`src/diag_calib_pkg.sv`:
```
// shared constants and types for the diagnostic and calibration parameter bank
package diag_calib_pkg;
  // word addresses of the parameter bank
  localparam logic [15:0] ADDR_INPUT_STATE  = 16'h040e;
  localparam logic [15:0] ADDR_KEYPAD       = 16'h0410;
  localparam logic [15:0] ADDR_OUTPUT_STATE = 16'h0412;
  localparam logic [15:0] ADDR_CAL_CMD      = 16'h0414;
  localparam logic [15:0] ADDR_SPD_TRIM_A   = 16'h0416;
  localparam logic [15:0] ADDR_SPD_TRIM_B   = 16'h0418;
  localparam logic [15:0] ADDR_TRQ_TRIM_A   = 16'h041a;
  localparam logic [15:0] ADDR_TRQ_TRIM_B   = 16'h041a;
  localparam logic [15:0] ADDR_V_TRIM_A     = 16'h041e;
  localparam logic [15:0] ADDR_V_TRIM_B     = 16'h0420;
  localparam logic [15:0] ADDR_W_TRIM_A     = 16'h0422;
  localparam logic [15:0] ADDR_W_TRIM_B     = 16'h0424;
  localparam logic [15:0] ADDR_THERM_CAL    = 16'h0426;
  localparam logic [15:0] ADDR_MON_TRIM1    = 16'h0428;
  localparam logic [15:0] ADDR_MON_TRIM2    = 16'h042a;
  localparam logic [15:0] ADDR_SPD_OFFSET   = 16'h042c;
  // decoded register index
  localparam logic [4:0]  IDX_INPUT_STATE   = 5'h00;
  localparam logic [4:0]  IDX_KEYPAD        = 5'h01;
  localparam logic [4:0]  IDX_OUTPUT_STATE  = 5'h02;
  localparam logic [4:0]  IDX_CAL_CMD       = 5'h03;
  localparam logic [4:0]  IDX_TRIM_BASE     = 5'h04;
  localparam logic [4:0]  IDX_TRQ_TRIM_A    = 5'h06;
  localparam logic [4:0]  IDX_MON_TRIM1     = 5'h0d;
  localparam logic [4:0]  IDX_MON_TRIM2     = 5'h0e;
  localparam logic [4:0]  IDX_SPD_OFFSET    = 5'h0f;
  localparam logic [4:0]  IDX_NONE          = 5'h1f;
  // trim array slots
  localparam int          NUM_TRIMS         = 9;
  localparam logic [3:0]  SLOT_TRQ_B        = 4'h3;
  localparam logic [3:0]  SLOT_THERM        = 4'h8;
  // field widths and ranges
  localparam int          NUM_DI            = 9;
  localparam int          NUM_KEYS          = 5;
  localparam int          NUM_DO            = 5;
  localparam logic [15:0] INPUT_STATE_MAX   = 16'h01ff;
  localparam logic [15:0] CAL_CMD_MAX       = 16'h0006;
  localparam logic [15:0] CAL_CMD_ALL_DRIFT = 16'h0005;
  localparam logic [15:0] CAL_CMD_THERM     = 16'h0006;
  localparam logic [15:0] TRIM_MAX          = 16'h7fff;
  localparam logic [15:0] THERM_MIN         = 16'h0001;
  localparam logic [15:0] THERM_MAX         = 16'h0003;
  localparam logic signed [15:0] MON_MIN    = -16'sd800;
  localparam logic signed [15:0] MON_MAX    = 16'sd800;
  localparam logic signed [15:0] OFFSET_MIN = -16'sd5000;
  localparam logic signed [15:0] OFFSET_MAX = 16'sd5000;
  // protection mode values
  localparam logic [15:0] PROT_CAL_ENABLE   = 16'd20;
  localparam logic [15:0] PROT_TRIM_UNLOCK  = 16'd22;
  localparam logic [15:0] PROT_KEEP_TRIMS   = 16'd10;
  // reset values
  localparam logic [15:0] INPUT_STATE_RST   = 16'h0000;
  localparam logic [15:0] CAL_CMD_RST       = 16'h0000;
  localparam logic [15:0] SPD_OFFSET_RST    = 16'h0000;
  localparam logic [15:0] MON_TRIM2_RST     = 16'h0000;

  typedef struct packed {
    logic [NUM_DI-1:0]           sw_in;
    logic [15:0]                 cal_cmd;
    logic [NUM_TRIMS-1:0][15:0]  trim;
    logic [1:0][15:0]            mon;
    logic [15:0]                 spd_off;
    logic [NUM_DI-1:0]           di_final;
    logic [15:0]                 rd_data;
    logic                        rd_valid;
    logic                        wr_ack;
    logic                        acc_err;
    logic                        cal_start;
    logic [4:0]                  cal_sel;
    logic signed [16:0]          speed_sum;
  } state_t;
endpackage

```
`src/diag_io_calib_params.sv`:
```
// diagnostic input status, calibration command and trim parameter bank
`timescale 1ns/100ps
module diag_io_calib_params #(
  parameter logic [15:0] TRIM_DEFAULT   = 16'h0000,
  parameter logic [15:0] THERM_DEFAULT  = 16'h0001,
  parameter logic [15:0] MON1_DEFAULT   = 16'h0000
) (
  input  wire logic                  CLOCK,
  input  wire logic                  SYS_RST,
  input  wire logic                  WR_EN,
  input  wire logic                  RD_EN,
  input  wire logic [15:0]           ADDR,
  input  wire logic [15:0]           WR_DATA,
  input  wire logic [15:0]           PROT_MODE,
  input  wire logic                  PARAM_RESET,
  input  wire logic [8:0]            TERM_IN,
  input  wire logic [8:0]            SRC_SEL,
  input  wire logic [4:0]            KEY_IN,
  input  wire logic [4:0]            DO_STATE,
  input  wire logic                  SPEED_MODE,
  input  wire logic signed [15:0]    SPEED_AIN,
  output logic [15:0]                RD_DATA,
  output logic                       RD_VALID,
  output logic                       WR_ACK,
  output logic                       ACC_ERR,
  output logic [8:0]                 DI_FINAL,
  output logic                       CAL_START,
  output logic [4:0]                 CAL_SEL,
  output logic [8:0][15:0]           TRIMS,
  output logic [1:0][15:0]           MON_TRIMS,
  output logic signed [16:0]         SPEED_SUM
);

  diag_calib_pkg::state_t q;
  diag_calib_pkg::state_t d;

  // address decode shared by the read and write paths
  function automatic logic [4:0] reg_idx(input logic [15:0] a);
    case (a)
      diag_calib_pkg::ADDR_INPUT_STATE:  reg_idx = diag_calib_pkg::IDX_INPUT_STATE;
      diag_calib_pkg::ADDR_KEYPAD:       reg_idx = diag_calib_pkg::IDX_KEYPAD;
      diag_calib_pkg::ADDR_OUTPUT_STATE: reg_idx = diag_calib_pkg::IDX_OUTPUT_STATE;
      diag_calib_pkg::ADDR_CAL_CMD:      reg_idx = diag_calib_pkg::IDX_CAL_CMD;
      diag_calib_pkg::ADDR_SPD_TRIM_A:   reg_idx = 5'h04;
      diag_calib_pkg::ADDR_SPD_TRIM_B:   reg_idx = 5'h05;
      diag_calib_pkg::ADDR_TRQ_TRIM_A:   reg_idx = diag_calib_pkg::IDX_TRQ_TRIM_A;
      diag_calib_pkg::ADDR_V_TRIM_A:     reg_idx = 5'h08;
      diag_calib_pkg::ADDR_V_TRIM_B:     reg_idx = 5'h09;
      diag_calib_pkg::ADDR_W_TRIM_A:     reg_idx = 5'h0a;
      diag_calib_pkg::ADDR_W_TRIM_B:     reg_idx = 5'h0b;
      diag_calib_pkg::ADDR_THERM_CAL:    reg_idx = 5'h0c;
      diag_calib_pkg::ADDR_MON_TRIM1:    reg_idx = diag_calib_pkg::IDX_MON_TRIM1;
      diag_calib_pkg::ADDR_MON_TRIM2:    reg_idx = diag_calib_pkg::IDX_MON_TRIM2;
      diag_calib_pkg::ADDR_SPD_OFFSET:   reg_idx = diag_calib_pkg::IDX_SPD_OFFSET;
      default:                           reg_idx = diag_calib_pkg::IDX_NONE;
    endcase
  endfunction

  // range check of a trim slot value
  function automatic logic trim_ok(input logic [3:0] slot, input logic [15:0] v);
    if (slot == diag_calib_pkg::SLOT_THERM) begin
      trim_ok = (v >= diag_calib_pkg::THERM_MIN) && (v <= diag_calib_pkg::THERM_MAX);
    end else begin
      trim_ok = (v <= diag_calib_pkg::TRIM_MAX);
    end
  endfunction

  // signed window check
  function automatic logic in_window(input logic signed [15:0] v,
                                     input logic signed [15:0] lo,
                                     input logic signed [15:0] hi);
    in_window = (v >= lo) && (v <= hi);
  endfunction

  logic [4:0]  wr_idx;
  logic [4:0]  rd_idx;
  logic [3:0]  wr_slot;
  logic [3:0]  rd_slot;
  logic        trims_unlocked;

  assign wr_idx         = reg_idx(ADDR);
  assign rd_idx         = reg_idx(ADDR);
  assign wr_slot        = 4'(wr_idx - diag_calib_pkg::IDX_TRIM_BASE);
  assign rd_slot        = 4'(rd_idx - diag_calib_pkg::IDX_TRIM_BASE);
  assign trims_unlocked = (PROT_MODE == diag_calib_pkg::PROT_TRIM_UNLOCK);

  always_comb begin
    d           = q;
    d.rd_valid  = 1'b0;
    d.wr_ack    = 1'b0;
    d.acc_err   = 1'b0;
    d.cal_start = 1'b0;
    d.cal_sel   = 5'h00;

    // source select per input, then register the resolved state
    d.di_final = (SRC_SEL & q.sw_in) | (~SRC_SEL & TERM_IN);

    if (SPEED_MODE) begin
      d.speed_sum = 17'({SPEED_AIN[15], SPEED_AIN} + {q.spd_off[15], q.spd_off});
    end else begin
      d.speed_sum = {SPEED_AIN[15], SPEED_AIN};
    end

    // parameter reset restores defaults; mode 10 protects the trims
    if (PARAM_RESET) begin
      d.cal_cmd = diag_calib_pkg::CAL_CMD_RST;
      d.spd_off = diag_calib_pkg::SPD_OFFSET_RST;
      if (PROT_MODE != diag_calib_pkg::PROT_KEEP_TRIMS) begin
        for (int i = 0; i < diag_calib_pkg::NUM_TRIMS; i++) begin
          d.trim[i] = TRIM_DEFAULT;
        end
        d.trim[diag_calib_pkg::SLOT_THERM] = THERM_DEFAULT;
        d.mon[0] = MON1_DEFAULT;
        d.mon[1] = diag_calib_pkg::MON_TRIM2_RST;
      end
    end

    // one access port serves both keypad and communication
    if (WR_EN) begin
      d.wr_ack = 1'b1;
      case (wr_idx)
        diag_calib_pkg::IDX_INPUT_STATE: begin
          if (WR_DATA <= diag_calib_pkg::INPUT_STATE_MAX) begin
            d.sw_in = WR_DATA[8:0];
          end else begin
            d.acc_err = 1'b1;
          end
        end
        diag_calib_pkg::IDX_CAL_CMD: begin
          if (WR_DATA <= diag_calib_pkg::CAL_CMD_MAX) begin
            d.cal_cmd = WR_DATA;
            if (PROT_MODE == diag_calib_pkg::PROT_CAL_ENABLE && WR_DATA != 16'h0000) begin
              d.cal_start = 1'b1;
              if (WR_DATA == diag_calib_pkg::CAL_CMD_ALL_DRIFT) begin
                d.cal_sel = 5'h0f;
              end else if (WR_DATA == diag_calib_pkg::CAL_CMD_THERM) begin
                d.cal_sel = 5'h10;
              end else begin
                d.cal_sel = 5'(5'h01 << (WR_DATA[2:0] - 3'h1));
              end
            end
          end else begin
            d.acc_err = 1'b1;
          end
        end
        diag_calib_pkg::IDX_MON_TRIM1,
        diag_calib_pkg::IDX_MON_TRIM2: begin
          if (in_window(WR_DATA, diag_calib_pkg::MON_MIN, diag_calib_pkg::MON_MAX)) begin
            d.mon[wr_idx == diag_calib_pkg::IDX_MON_TRIM2] = WR_DATA;
          end else begin
            d.acc_err = 1'b1;
          end
        end
        diag_calib_pkg::IDX_SPD_OFFSET: begin
          if (in_window(WR_DATA, diag_calib_pkg::OFFSET_MIN, diag_calib_pkg::OFFSET_MAX)) begin
            d.spd_off = WR_DATA;
          end else begin
            d.acc_err = 1'b1;
          end
        end
        5'h04, 5'h05, 5'h06, 5'h08, 5'h09, 5'h0a, 5'h0b, 5'h0c: begin
          // the thermistor word sits at index 12, slot 8 after the skipped alias
          if (trims_unlocked && trim_ok((wr_idx == 5'h0c) ? diag_calib_pkg::SLOT_THERM
                                         : wr_slot, WR_DATA)) begin
            if (wr_idx == 5'h0c) begin
              d.trim[diag_calib_pkg::SLOT_THERM] = WR_DATA;
            end else if (wr_idx >= 5'h08) begin
              d.trim[4'(wr_slot)] = WR_DATA;
            end else begin
              d.trim[wr_slot] = WR_DATA;
            end
            // the two torque words share one address, so both are loaded
            if (wr_idx == diag_calib_pkg::IDX_TRQ_TRIM_A) begin
              d.trim[diag_calib_pkg::SLOT_TRQ_B] = WR_DATA;
            end
          end else begin
            d.acc_err = 1'b1;
          end
        end
        default: begin
          // read-only words and unmapped addresses refuse writes
          d.acc_err = 1'b1;
        end
      endcase
    end

    if (RD_EN) begin
      d.rd_valid = 1'b1;
      case (rd_idx)
        diag_calib_pkg::IDX_INPUT_STATE:  d.rd_data = {7'h00, q.di_final};
        diag_calib_pkg::IDX_KEYPAD:       d.rd_data = {11'h000, KEY_IN};
        diag_calib_pkg::IDX_OUTPUT_STATE: d.rd_data = {11'h000, DO_STATE};
        diag_calib_pkg::IDX_CAL_CMD:      d.rd_data = q.cal_cmd;
        5'h04, 5'h05, 5'h06:              d.rd_data = q.trim[rd_slot];
        5'h08, 5'h09, 5'h0a, 5'h0b:       d.rd_data = q.trim[rd_slot];
        5'h0c:                            d.rd_data = q.trim[diag_calib_pkg::SLOT_THERM];
        diag_calib_pkg::IDX_MON_TRIM1:    d.rd_data = q.mon[0];
        diag_calib_pkg::IDX_MON_TRIM2:    d.rd_data = q.mon[1];
        diag_calib_pkg::IDX_SPD_OFFSET:   d.rd_data = q.spd_off;
        default: begin
          d.rd_data = 16'h0000;
          d.acc_err = 1'b1;
        end
      endcase
    end
  end

  always_ff @(posedge CLOCK) begin
    if (SYS_RST) begin
      q.sw_in     <= 9'h000;
      q.cal_cmd   <= diag_calib_pkg::CAL_CMD_RST;
      for (int i = 0; i < diag_calib_pkg::NUM_TRIMS; i++) begin
        q.trim[i] <= TRIM_DEFAULT;
      end
      q.trim[diag_calib_pkg::SLOT_THERM] <= THERM_DEFAULT;
      q.mon[0]    <= MON1_DEFAULT;
      q.mon[1]    <= diag_calib_pkg::MON_TRIM2_RST;
      q.spd_off   <= diag_calib_pkg::SPD_OFFSET_RST;
      q.di_final  <= 9'h000;
      q.rd_data   <= 16'h0000;
      q.rd_valid  <= 1'b0;
      q.wr_ack    <= 1'b0;
      q.acc_err   <= 1'b0;
      q.cal_start <= 1'b0;
      q.cal_sel   <= 5'h00;
      q.speed_sum <= 17'h00000;
    end else begin
      q <= d;
    end
  end

  assign RD_DATA   = q.rd_data;
  assign RD_VALID  = q.rd_valid;
  assign WR_ACK    = q.wr_ack;
  assign ACC_ERR   = q.acc_err;
  assign DI_FINAL  = q.di_final;
  assign CAL_START = q.cal_start;
  assign CAL_SEL   = q.cal_sel;
  assign TRIMS     = q.trim;
  assign MON_TRIMS = q.mon;
  assign SPEED_SUM = q.speed_sum;
endmodule // diag_io_calib_params

```
`config.mk`:
```
export PLATFORM = sky130hd
export DESIGN_NAME = diag_io_calib_params
export DESIGN_NICKNAME = d
export VERILOG_FILES = /design/src/diag_calib_pkg.sv /design/src/diag_io_calib_params.sv
export SDC_FILE = /design/constraint.sdc
export NUM_CORES = 1
export LEC_CHECK = 0
export BUFFER_PORTS_ARGS = -buffer_cell sky130_fd_sc_hd__buf_2
export CORE_ASPECT_RATIO = 1.25
export CORE_MARGIN = 2
export CORE_UTILIZATION = 38
export DETAILED_ROUTE_END_ITERATION = 16
export GPL_ROUTABILITY_DRIVEN = 0
export PLACE_DENSITY = 0.66
export SETUP_SLACK_MARGIN = 0.02
export SLEW_MARGIN = 0
export SYNTH_ARGS = -nofsm -noshare
export SYNTH_HDL_FRONTEND = slang
export SYNTH_SLANG_ARGS = --single-unit
```
`constraint.sdc`:
```
create_clock -name CLOCK -period 2.2 [get_ports CLOCK]
set_input_delay 0 -clock CLOCK [delete_from_list [all_inputs] [get_ports CLOCK]]
set_output_delay 0 -clock CLOCK [all_outputs]
set_load 0.05 [all_outputs]
```
# After elaboration in Yosys (flattened, before gate mapping)
# Index checks and enable logic that the tools add are counted.
totals:
  regBits: 268
  input_bits: 98
  output_inout_bits: 227
  word_cells: 144
classes:
  n_addsub: 3
  magnitude_cmp: 13
  n_eq_ne: 35
  shift: 1
  mux: 44
  bitwise_logic: 8
  n_reduce_logical: 17
ops:
  columns: ["op", "n"]
  rows:
  - ["$mux 208", 2]
  - ["$mux 144", 2]
  - ["$eq 16x11->1 const B", 15]
  - ["$mux 176", 1]
  - ["$bwmux 144", 1]
  - ["$mux 16", 9]
  - ["$pmux 16 s9", 1]
  - ["$mux 128", 1]
  - ["$pmux 5 s15", 1]
  - ["$bmux 16 s4", 1]
  - ["$demux 16 s4", 1]
  - ["$mux 32", 2]
  - ["$eq 5x4->1 const B", 8]
  - ["$bwmux 32", 1]
  - ["$eq 16x3->1 const B", 2]
  - ["$eq 16x5->1 const B", 2]
  - ["$and 9x9->9", 2]
  - ["$mux 6", 3]
  - ["$add 16x16->17", 1]
  - ["$mux 17", 1]
  - ["$demux 16 s1", 1]
  - ["$ge 16x1->1 const B", 1]
  - ["$ge 16x11->1 const B", 1]
  - ["$ge 16x14->1 const B", 1]
  - ["other kinds (37)", 60]

# Depth between registers and ports, before layout
# Gate-level depths: netlist of run 1.
logic_depth:
  depth_word: 14
  mapped_depth: 11
  mapped_depth_nobuf: 10

# Worst setup path after synthesis of run 1
# No wires, ideal clock.
synth_timing:
  path_type: "register -> register"
  from: "register q[51] (netlist name)"
  to: "register q (netlist bit SPEED_SUM[14])"
  setup_time_ps: 127
  arrival_ps: 2250
  required_time_ps: 2073
  path_slack_ps: -177
  path_stages_with_launch: 11
  n_path_buf: 0
  synth_period_minus_slack_ps: 2377
  cell_sequence: "dfxtp_1 ha_1 inv_1 fa_1 nor2b_1 o31ai_1 a211oi_1 nor3b_1 o31ai_1 nor3_1 or3_1"
synth_between:
  elab_chain_cells: 2
synth_rtl:
  columns: ["element", "line", "text"]
  rows:
  - ["from (decl)", "diag_io_calib_params.sv:34", "diag_calib_pkg::state_t q;"]
  - ["$add 16x16->17", "diag_io_calib_params.sv:99", "d.speed_sum = 17'({SPEED_AIN[15], SPEED_AIN} + {q.spd_off[15], q.spd_off});"]
  - ["$mux 17", "diag_io_calib_params.sv:98", "if (SPEED_MODE) begin"]
# Every way passes these cells.
# A chain may end at the register's enable or synchronous reset.

# Worst setup path after layout of run 1
layout_timing:
  from: "register q[56] (netlist name)"
  to: "register q (netlist bit SPEED_SUM[16])"
# The elaborated chain is that of the path after synthesis.

==> results of run 1 <==
[report_power, final]
part / leakage [nW] / internal [mW] / switching, mW
combinational: 5.15 / 0.375 / 0.620
clock: 0.494 / 3.22 / 2.19
sequential: 2.17 / 4.88 / 0.0175
total: 7.81 / 8.48 / 2.83
[timing repair]
action / CTS / global route
pin swaps: 11 / 21
endpoints found under the setup margin: 7 / 26
buffers inserted: 5 / 4
hold buffers: 74 / 1
gates resized for setup: 18 / 25
endpoints found under the hold margin: 127 / 1
cloned: 0 / 0
[Yosys cell counts, drive strengths merged (28+ instances only)]
library cell  instances  share of area, %
a21oi                97               3.5
a31oi                28               1.2
and2                 44               2.0
buf                 246                13
clkbuf               95               2.5
dfxtp               268                38
mux2i                44               3.1
nand2               122               3.2
nand2b               32               1.4
nand3               140               5.0
nor2                 94               2.5
nor3                 33               1.2
o21ai               126               4.5
[metal layers]
layer | up-vias | part of all wire, % | global-route usage (%)
li1 | 6443 | - | -
met4 | 0 | 6.1 | 16.23
met5 | - | 0 | 0
met1 | 6840 | 37 | 34.59
met3 | 204 | 9.2 | 4.799
met2 | 929 | 47 | 49.07
[through the flow]
stage | std cells | utilization [%]
6_report | 2491 | 49.18
5_1_grt | 2491 | 49.18
4_1_cts | 2486 | 48.89
3_5_place_dp | 2356 | 43.66
3_3_place_gp | 2356 | 43.66
2_1_floorplan | 1698 | -
[worst reg2reg max path, delay by kind of cell (launching register included)]
kind,cells,cell delay [ns]
AO/OA/AOI/OAI,5,0.95
adder cells (fa/ha/maj),1,0.32
buffers and inverters,1,0.15
flip-flops,1,0.38
AND/OR/NAND/NOR,2,0.43
[kinds of logic (layout without fill, tap and decap cells)]
logic type               after synthesis  after routing  synth area share, %
AO/OA/AOI/OAI                        402            402                18.51
buffers and inverters                357            664                15.78
other                                  0              6                    0
AND/OR/NAND/NOR                      596            596                22.06
flip-flops                           268            268                38.03
XOR/XNOR                              10             10               0.6208
multiplexers                          48             48                3.441
adder cells (fa/ha/maj)               17             17                1.561
[flip-flops by register name, indices dropped and copies added (netlist names)]
register   cells
CAL_SEL        5
TRIMS        144
RD_DATA       16
ACC_ERR        1
RD_VALID       1
q             41
CAL_START      1
SPEED_SUM     17
DI_FINAL       9
MON_TRIMS     32
WR_ACK         1
[area by class of cell]
type	instances	share of cell area, %
Antenna cell	6	0.08365
Clock inverter	21	1.868
Timing Repair Buffer	597	23.02
Tap cell	480	3.346
Sequential cell	268	29.92
Clock buffer	30	4.001
Multi-Input combinational cell	1073	37.43
Inverter	16	0.3346
[worst paths after layout]
| kind | start | end | slack (ns) | cells after the start |
|---|---|---|---|---|
| worst max-delay path | q[56] | SPEED_SUM[16] | -0.09 | 9 |
| worst min-delay path | PROT_MODE[5] | CAL_START | 0.03 | 5 |
| worst min register to register | q[248] | q[248] | 0.47 | 1 |
| worst max register to register | q[56] | SPEED_SUM[16] | -0.09 | 9 |
==> flow_summary.yaml, run 1 <==
global_routing:
  grt_pass1_vias: 13537
  grt_max_degree: 60
  track_usage_pct: 28.91
  grt_pass1_wl_um: 84440
  grt_antenna_before_repair: 6
  grt-ovfl-total: 0
finish:
  drive_gt1_share_pct: 31.52
  seq_area_mm2: 0.005371
  syn_to_final_growth_pct: 27.23
  multi_input_area_mm2: 0.006718
  final_area_mm2: 0.01795
  final_cell_mix: "322 x buf_2, 263 x dfxtp_1, 178 x buf_4"
  n_fill_cell: 3496
  nets: 2099
  mostFrequentLayoutCell: "buf_2"
power_and_ir_drop:
  irDropWorstVdd_v: 0.0006335
  finalPower_mw: 11.31
  p_leak_nw: 7.811
  cellPowerDensity_mw_per_mm2: 629.9
clock_network:
  cts_buffer_depth: 3
  clk_pin_slew_worst_paths_ns: 0.06
  cts_tree: "done"
  clockRootBuffer: "clkbuf_16"
  numCtsBuffers: 28
  clock_latency_ns: 0.59
  h-tree-depth: 1
  clock_sinks: 268
drt:
  drt-initial-drc-count: 1485
  drc: 0
  wl_per_cell_um: 23.39
  ant_nets: 0
  vias: 14416
  firstDrtPassIters: 6
  wl_um: 58280
  viasPerCell: 5.787
logic_synthesis:
  avgSynthCellArea_um2: 8.309
  yosysSeqAreaShare_pct: 38.03
  syn_nets: 1813
  synth-seq-cells: 268
  async_flop_share_pct: 0
  synth_edf_count: 0
  synth_cell_type_count: 79
  synthFlopType: "dfxtp_1"
  synthesis.area_mm2: 0.01411
  synth_warnings: 0
  synthCells: 1698
floorplanning:
  num_rows: 78
  die_h_um: 219.4
  ios: 325
  core_area_mm2: 0.03650
  initial_utilization_pct: 38.65
  die-area_mm2: 0.03870
  die_w_um: 176.3
timing:
  max_freq_mhz: 435.7
  hold_slack_ns: 0.03002
  tightest_slew_ns: 1.068
  setup_viol: 2
  rsz0062_at_grt: "true"
  max_slew_margin_pct: 28.59
  tns_ns: -0.1859
  setup_ws_ns: -0.09496
  period_share_pct: 104.3
  layout_min_cycle_time_ns: 2.295
  hold_viol_final: 0
  slew_viol_final: 0
  fin_worst_skew_ns: 0.04489
worst_setup_path:
  cpPeakStageDelay_ns: 0.38
  path_class: "reg -> reg"
  end_kind: "flip-flop"
  crit_buf_inv: 1
  worstPathCellList: "ha_2 -> o21a_1 -> nor2_1 -> a211oi_2 -> nor3b_2 -> o31ai_2 -> buf_4 -> a2111o_1 -> a31oi_1"
  cp.arrival_ns: 2.78
  cp.required_ns: 2.68
  cpLargestDelayFamily: "compound AO/OA/AOI/OAI gates"
  cp-start-kind: "flip-flop"
  slowest_stage: "dfxtp_1"
  cp_max_fo: 3
job:
  cap_viol_max_count: 0
place:
  place_hpwl_um: 42640
  place_area_mm2: 0.01594
  place_ws_ns: -0.3384
  io_buffer_count: 324
outcome:
  violations: "negative setup slack"
  status: "complete, but fails checks"
worst_hold_path:
  hold_path_class: "in -> reg"
Note: power is estimated with default switching activity, not from simulation.
==> run 2: changes to the inputs <==
==> constraint.sdc (replaced) <==
create_clock -name CLOCK -period 2.2 [get_ports CLOCK]
set_input_delay 0.22 -clock CLOCK [delete_from_list [all_inputs] [get_ports CLOCK]]
set_output_delay 0.22 -clock CLOCK [all_outputs]
set_load 0.05 [all_outputs]
==> run 2 against run 1 <==
Highest routed layer is now met5. Final area is 0.11% higher. The flow still finishes with violations (negative setup slack). Setup slack worse by 0.026 ns. Total power is 0.66% lower. Critical path depth is 1 higher. Non-clock buffer count is 6 lower. Clock power is 0.9% lower. Sequential cell count stayed put.
==> flow_summary.yaml, run 2 (synthesized netlist as in run 1, its figures left out) <==
drt:
  wl_per_cell_um: 22.84
  ant_nets: 0
  wl_met2_um: 26450
  firstDrtPassIters: 5
  top_layer: "met5"
  vias: 14090
  drt-initial-drc-count: 1379
  drc: 0
  wl_met1_um: 21230
  wl_um: 56710
  met3_wirelength_um: 6006
  viasPerCell: 5.675
global_routing:
  grt-ovfl-total: 0
  track_usage_pct: 28.52
  grt_antenna_before_repair: 2
  grt_pass1_vias: 13585
  grt_pass1_wl_um: 84540
  grt_max_degree: 77
worst_setup_path:
  path_class: "reg -> reg"
  r2r_cells: 10
  cpPeakStageDelay_ns: 0.36
  path_common_cell: "o31ai_4"
  cp.depth: 10
  cp.required_ns: 2.67
  slowest_stage: "dfxtp_2"
  end_kind: "flip-flop"
  worstPathCellList: "ha_4 -> inv_2 -> fa_2 -> nor2b_4 -> o31ai_4 -> a211oi_2 -> nor3b_2 -> o31ai_4 -> nor3_1 -> or3_1"
  cp.arrival_ns: 2.79
  cpLargestDelayFamily: "simple AND/OR/NAND/NOR gates"
  crit_buf_inv: 1
  cp_max_fo: 3
  cp-start-kind: "flip-flop"
finish:
  mostFrequentLayoutCell: "buf_2"
  largest_register_ffs: 144
  nets: 2094
  drive_gt1_share_pct: 33.52
  syn_to_final_growth_pct: 27.37
  final_cell_mix: "323 x buf_2, 265 x dfxtp_1, 205 x buf_4"
timing:
  setup_viol: 2
  hold_slack_ns: 0.01367
  tightest_slew_ns: 0.6756
  layout_min_cycle_time_ns: 2.321
  period_share_pct: 105.5
  slew_viol_final: 0
  setup_ws_ns: -0.1207
  hold_viol_final: 0
  max_slew_margin_pct: 54.76
  fin_worst_skew_ns: 0.01606
  rsz0062_at_grt: "true"
  max_freq_mhz: 430.9
clock_network:
  clock_sinks: 268
  clock_latency_ns: 0.59
  clk_pin_slew_worst_paths_ns: 0.06
  cts_buffer_depth: 3
  numCtsBuffers: 29
  clockRootBuffer: "clkbuf_16"
  cts_tree: "done"
  h-tree-depth: 1
floorplanning:
  initial_utilization_pct: 38.65
  ios: 325
  core_area_mm2: 0.03650
  die_w_um: 176.3
  die_h_um: 219.4
  die-area_mm2: 0.03870
  num_rows: 78
place:
  io_buffer_count: 324
  place_hpwl_um: 43010
job:
  cap_viol_max_count: 0
power_and_ir_drop:
  cellPowerDensity_mw_per_mm2: 625.1
  finalPower_mw: 11.23
  irDropWorstVdd_v: 0.0005777
  p_leak_nw: 7.836
worst_hold_path:
  min_path_cells: 3
  hold_path_class: "in -> reg"
outcome:
  status: "complete, but fails checks"
  violations: "negative setup slack"
## run 2: worst paths after layout
check                              startpoint       endpoint  slack (ns)
worst max-delay path                    q[51]  SPEED_SUM[14]       -0.12
worst min-delay path            SPEED_AIN[13]  SPEED_SUM[13]        0.01
worst max register to register          q[51]  SPEED_SUM[14]       -0.12
worst min register to register         q[252]         q[252]        0.47
## run 2: repair_timing
action,in CTS,in global routing
endpoints found under the setup margin,6,51
pin swaps,9,16
resized for setup,8,26
hold endpoints to repair,24,0
gates cloned,0,0
buffers inserted,3,1
hold buffers,33,0
## run 2: stage by stage
step | instances | util, % | cell area, um2 | setup slack (ns) | setup TNS [ns]
after floorplan | 1698 | - | 14280 | -0.3371 | -14.22
after global placement | 2391 | 44.91 | 16390 | -0.5320 | -47.16
after detailed placement | 2391 | 44.91 | 16390 | -0.6019 | -57.67
after CTS | 2481 | 48.81 | 17820 | -0.1295 | -0.1856
after global routing | 2482 | 49.23 | 17970 | -0.2065 | -0.4937
final | 2483 | 49.23 | 17970 | -0.1207 | -0.1378
## run 2: report_power, final
| group | total (mW) | internal, mW | switching (mW) |
|---|---|---|---|
| Sequential | 4.90 | 4.89 | 0.0171 |
| Clock | 5.36 | 3.16 | 2.20 |
| Combinational | 0.973 | 0.356 | 0.617 |
| Total | 11.2 | 8.40 | 2.83 |
## run 2: layout make-up
cell class	instances	area, um2
repair buffers	591	4086
clock inverters	18	247.7
multi-input cells	1073	6812
fillers	3490	18530
clock buffers	36	792.0
diodes	1	2.502
flip-flops and latches	268	5369
inverters	16	60.06
well taps	480	600.6
## run 2: worst min-delay path: stages
cell,delay [ns]
buf_2,0.12
nand2b_1,0.08
o221ai_1,0.12
## run 2: layer usage
| metal | global-route usage [%] | vias up |
|---|---|---|
| met1 | 34.04 | 6663 |
| met3 | 7.311 | 163 |
| met4 | 14.35 | 4 |
| li1 | - | 6427 |
| met2 | 47.39 | 833 |
| met5 | 0 | - |
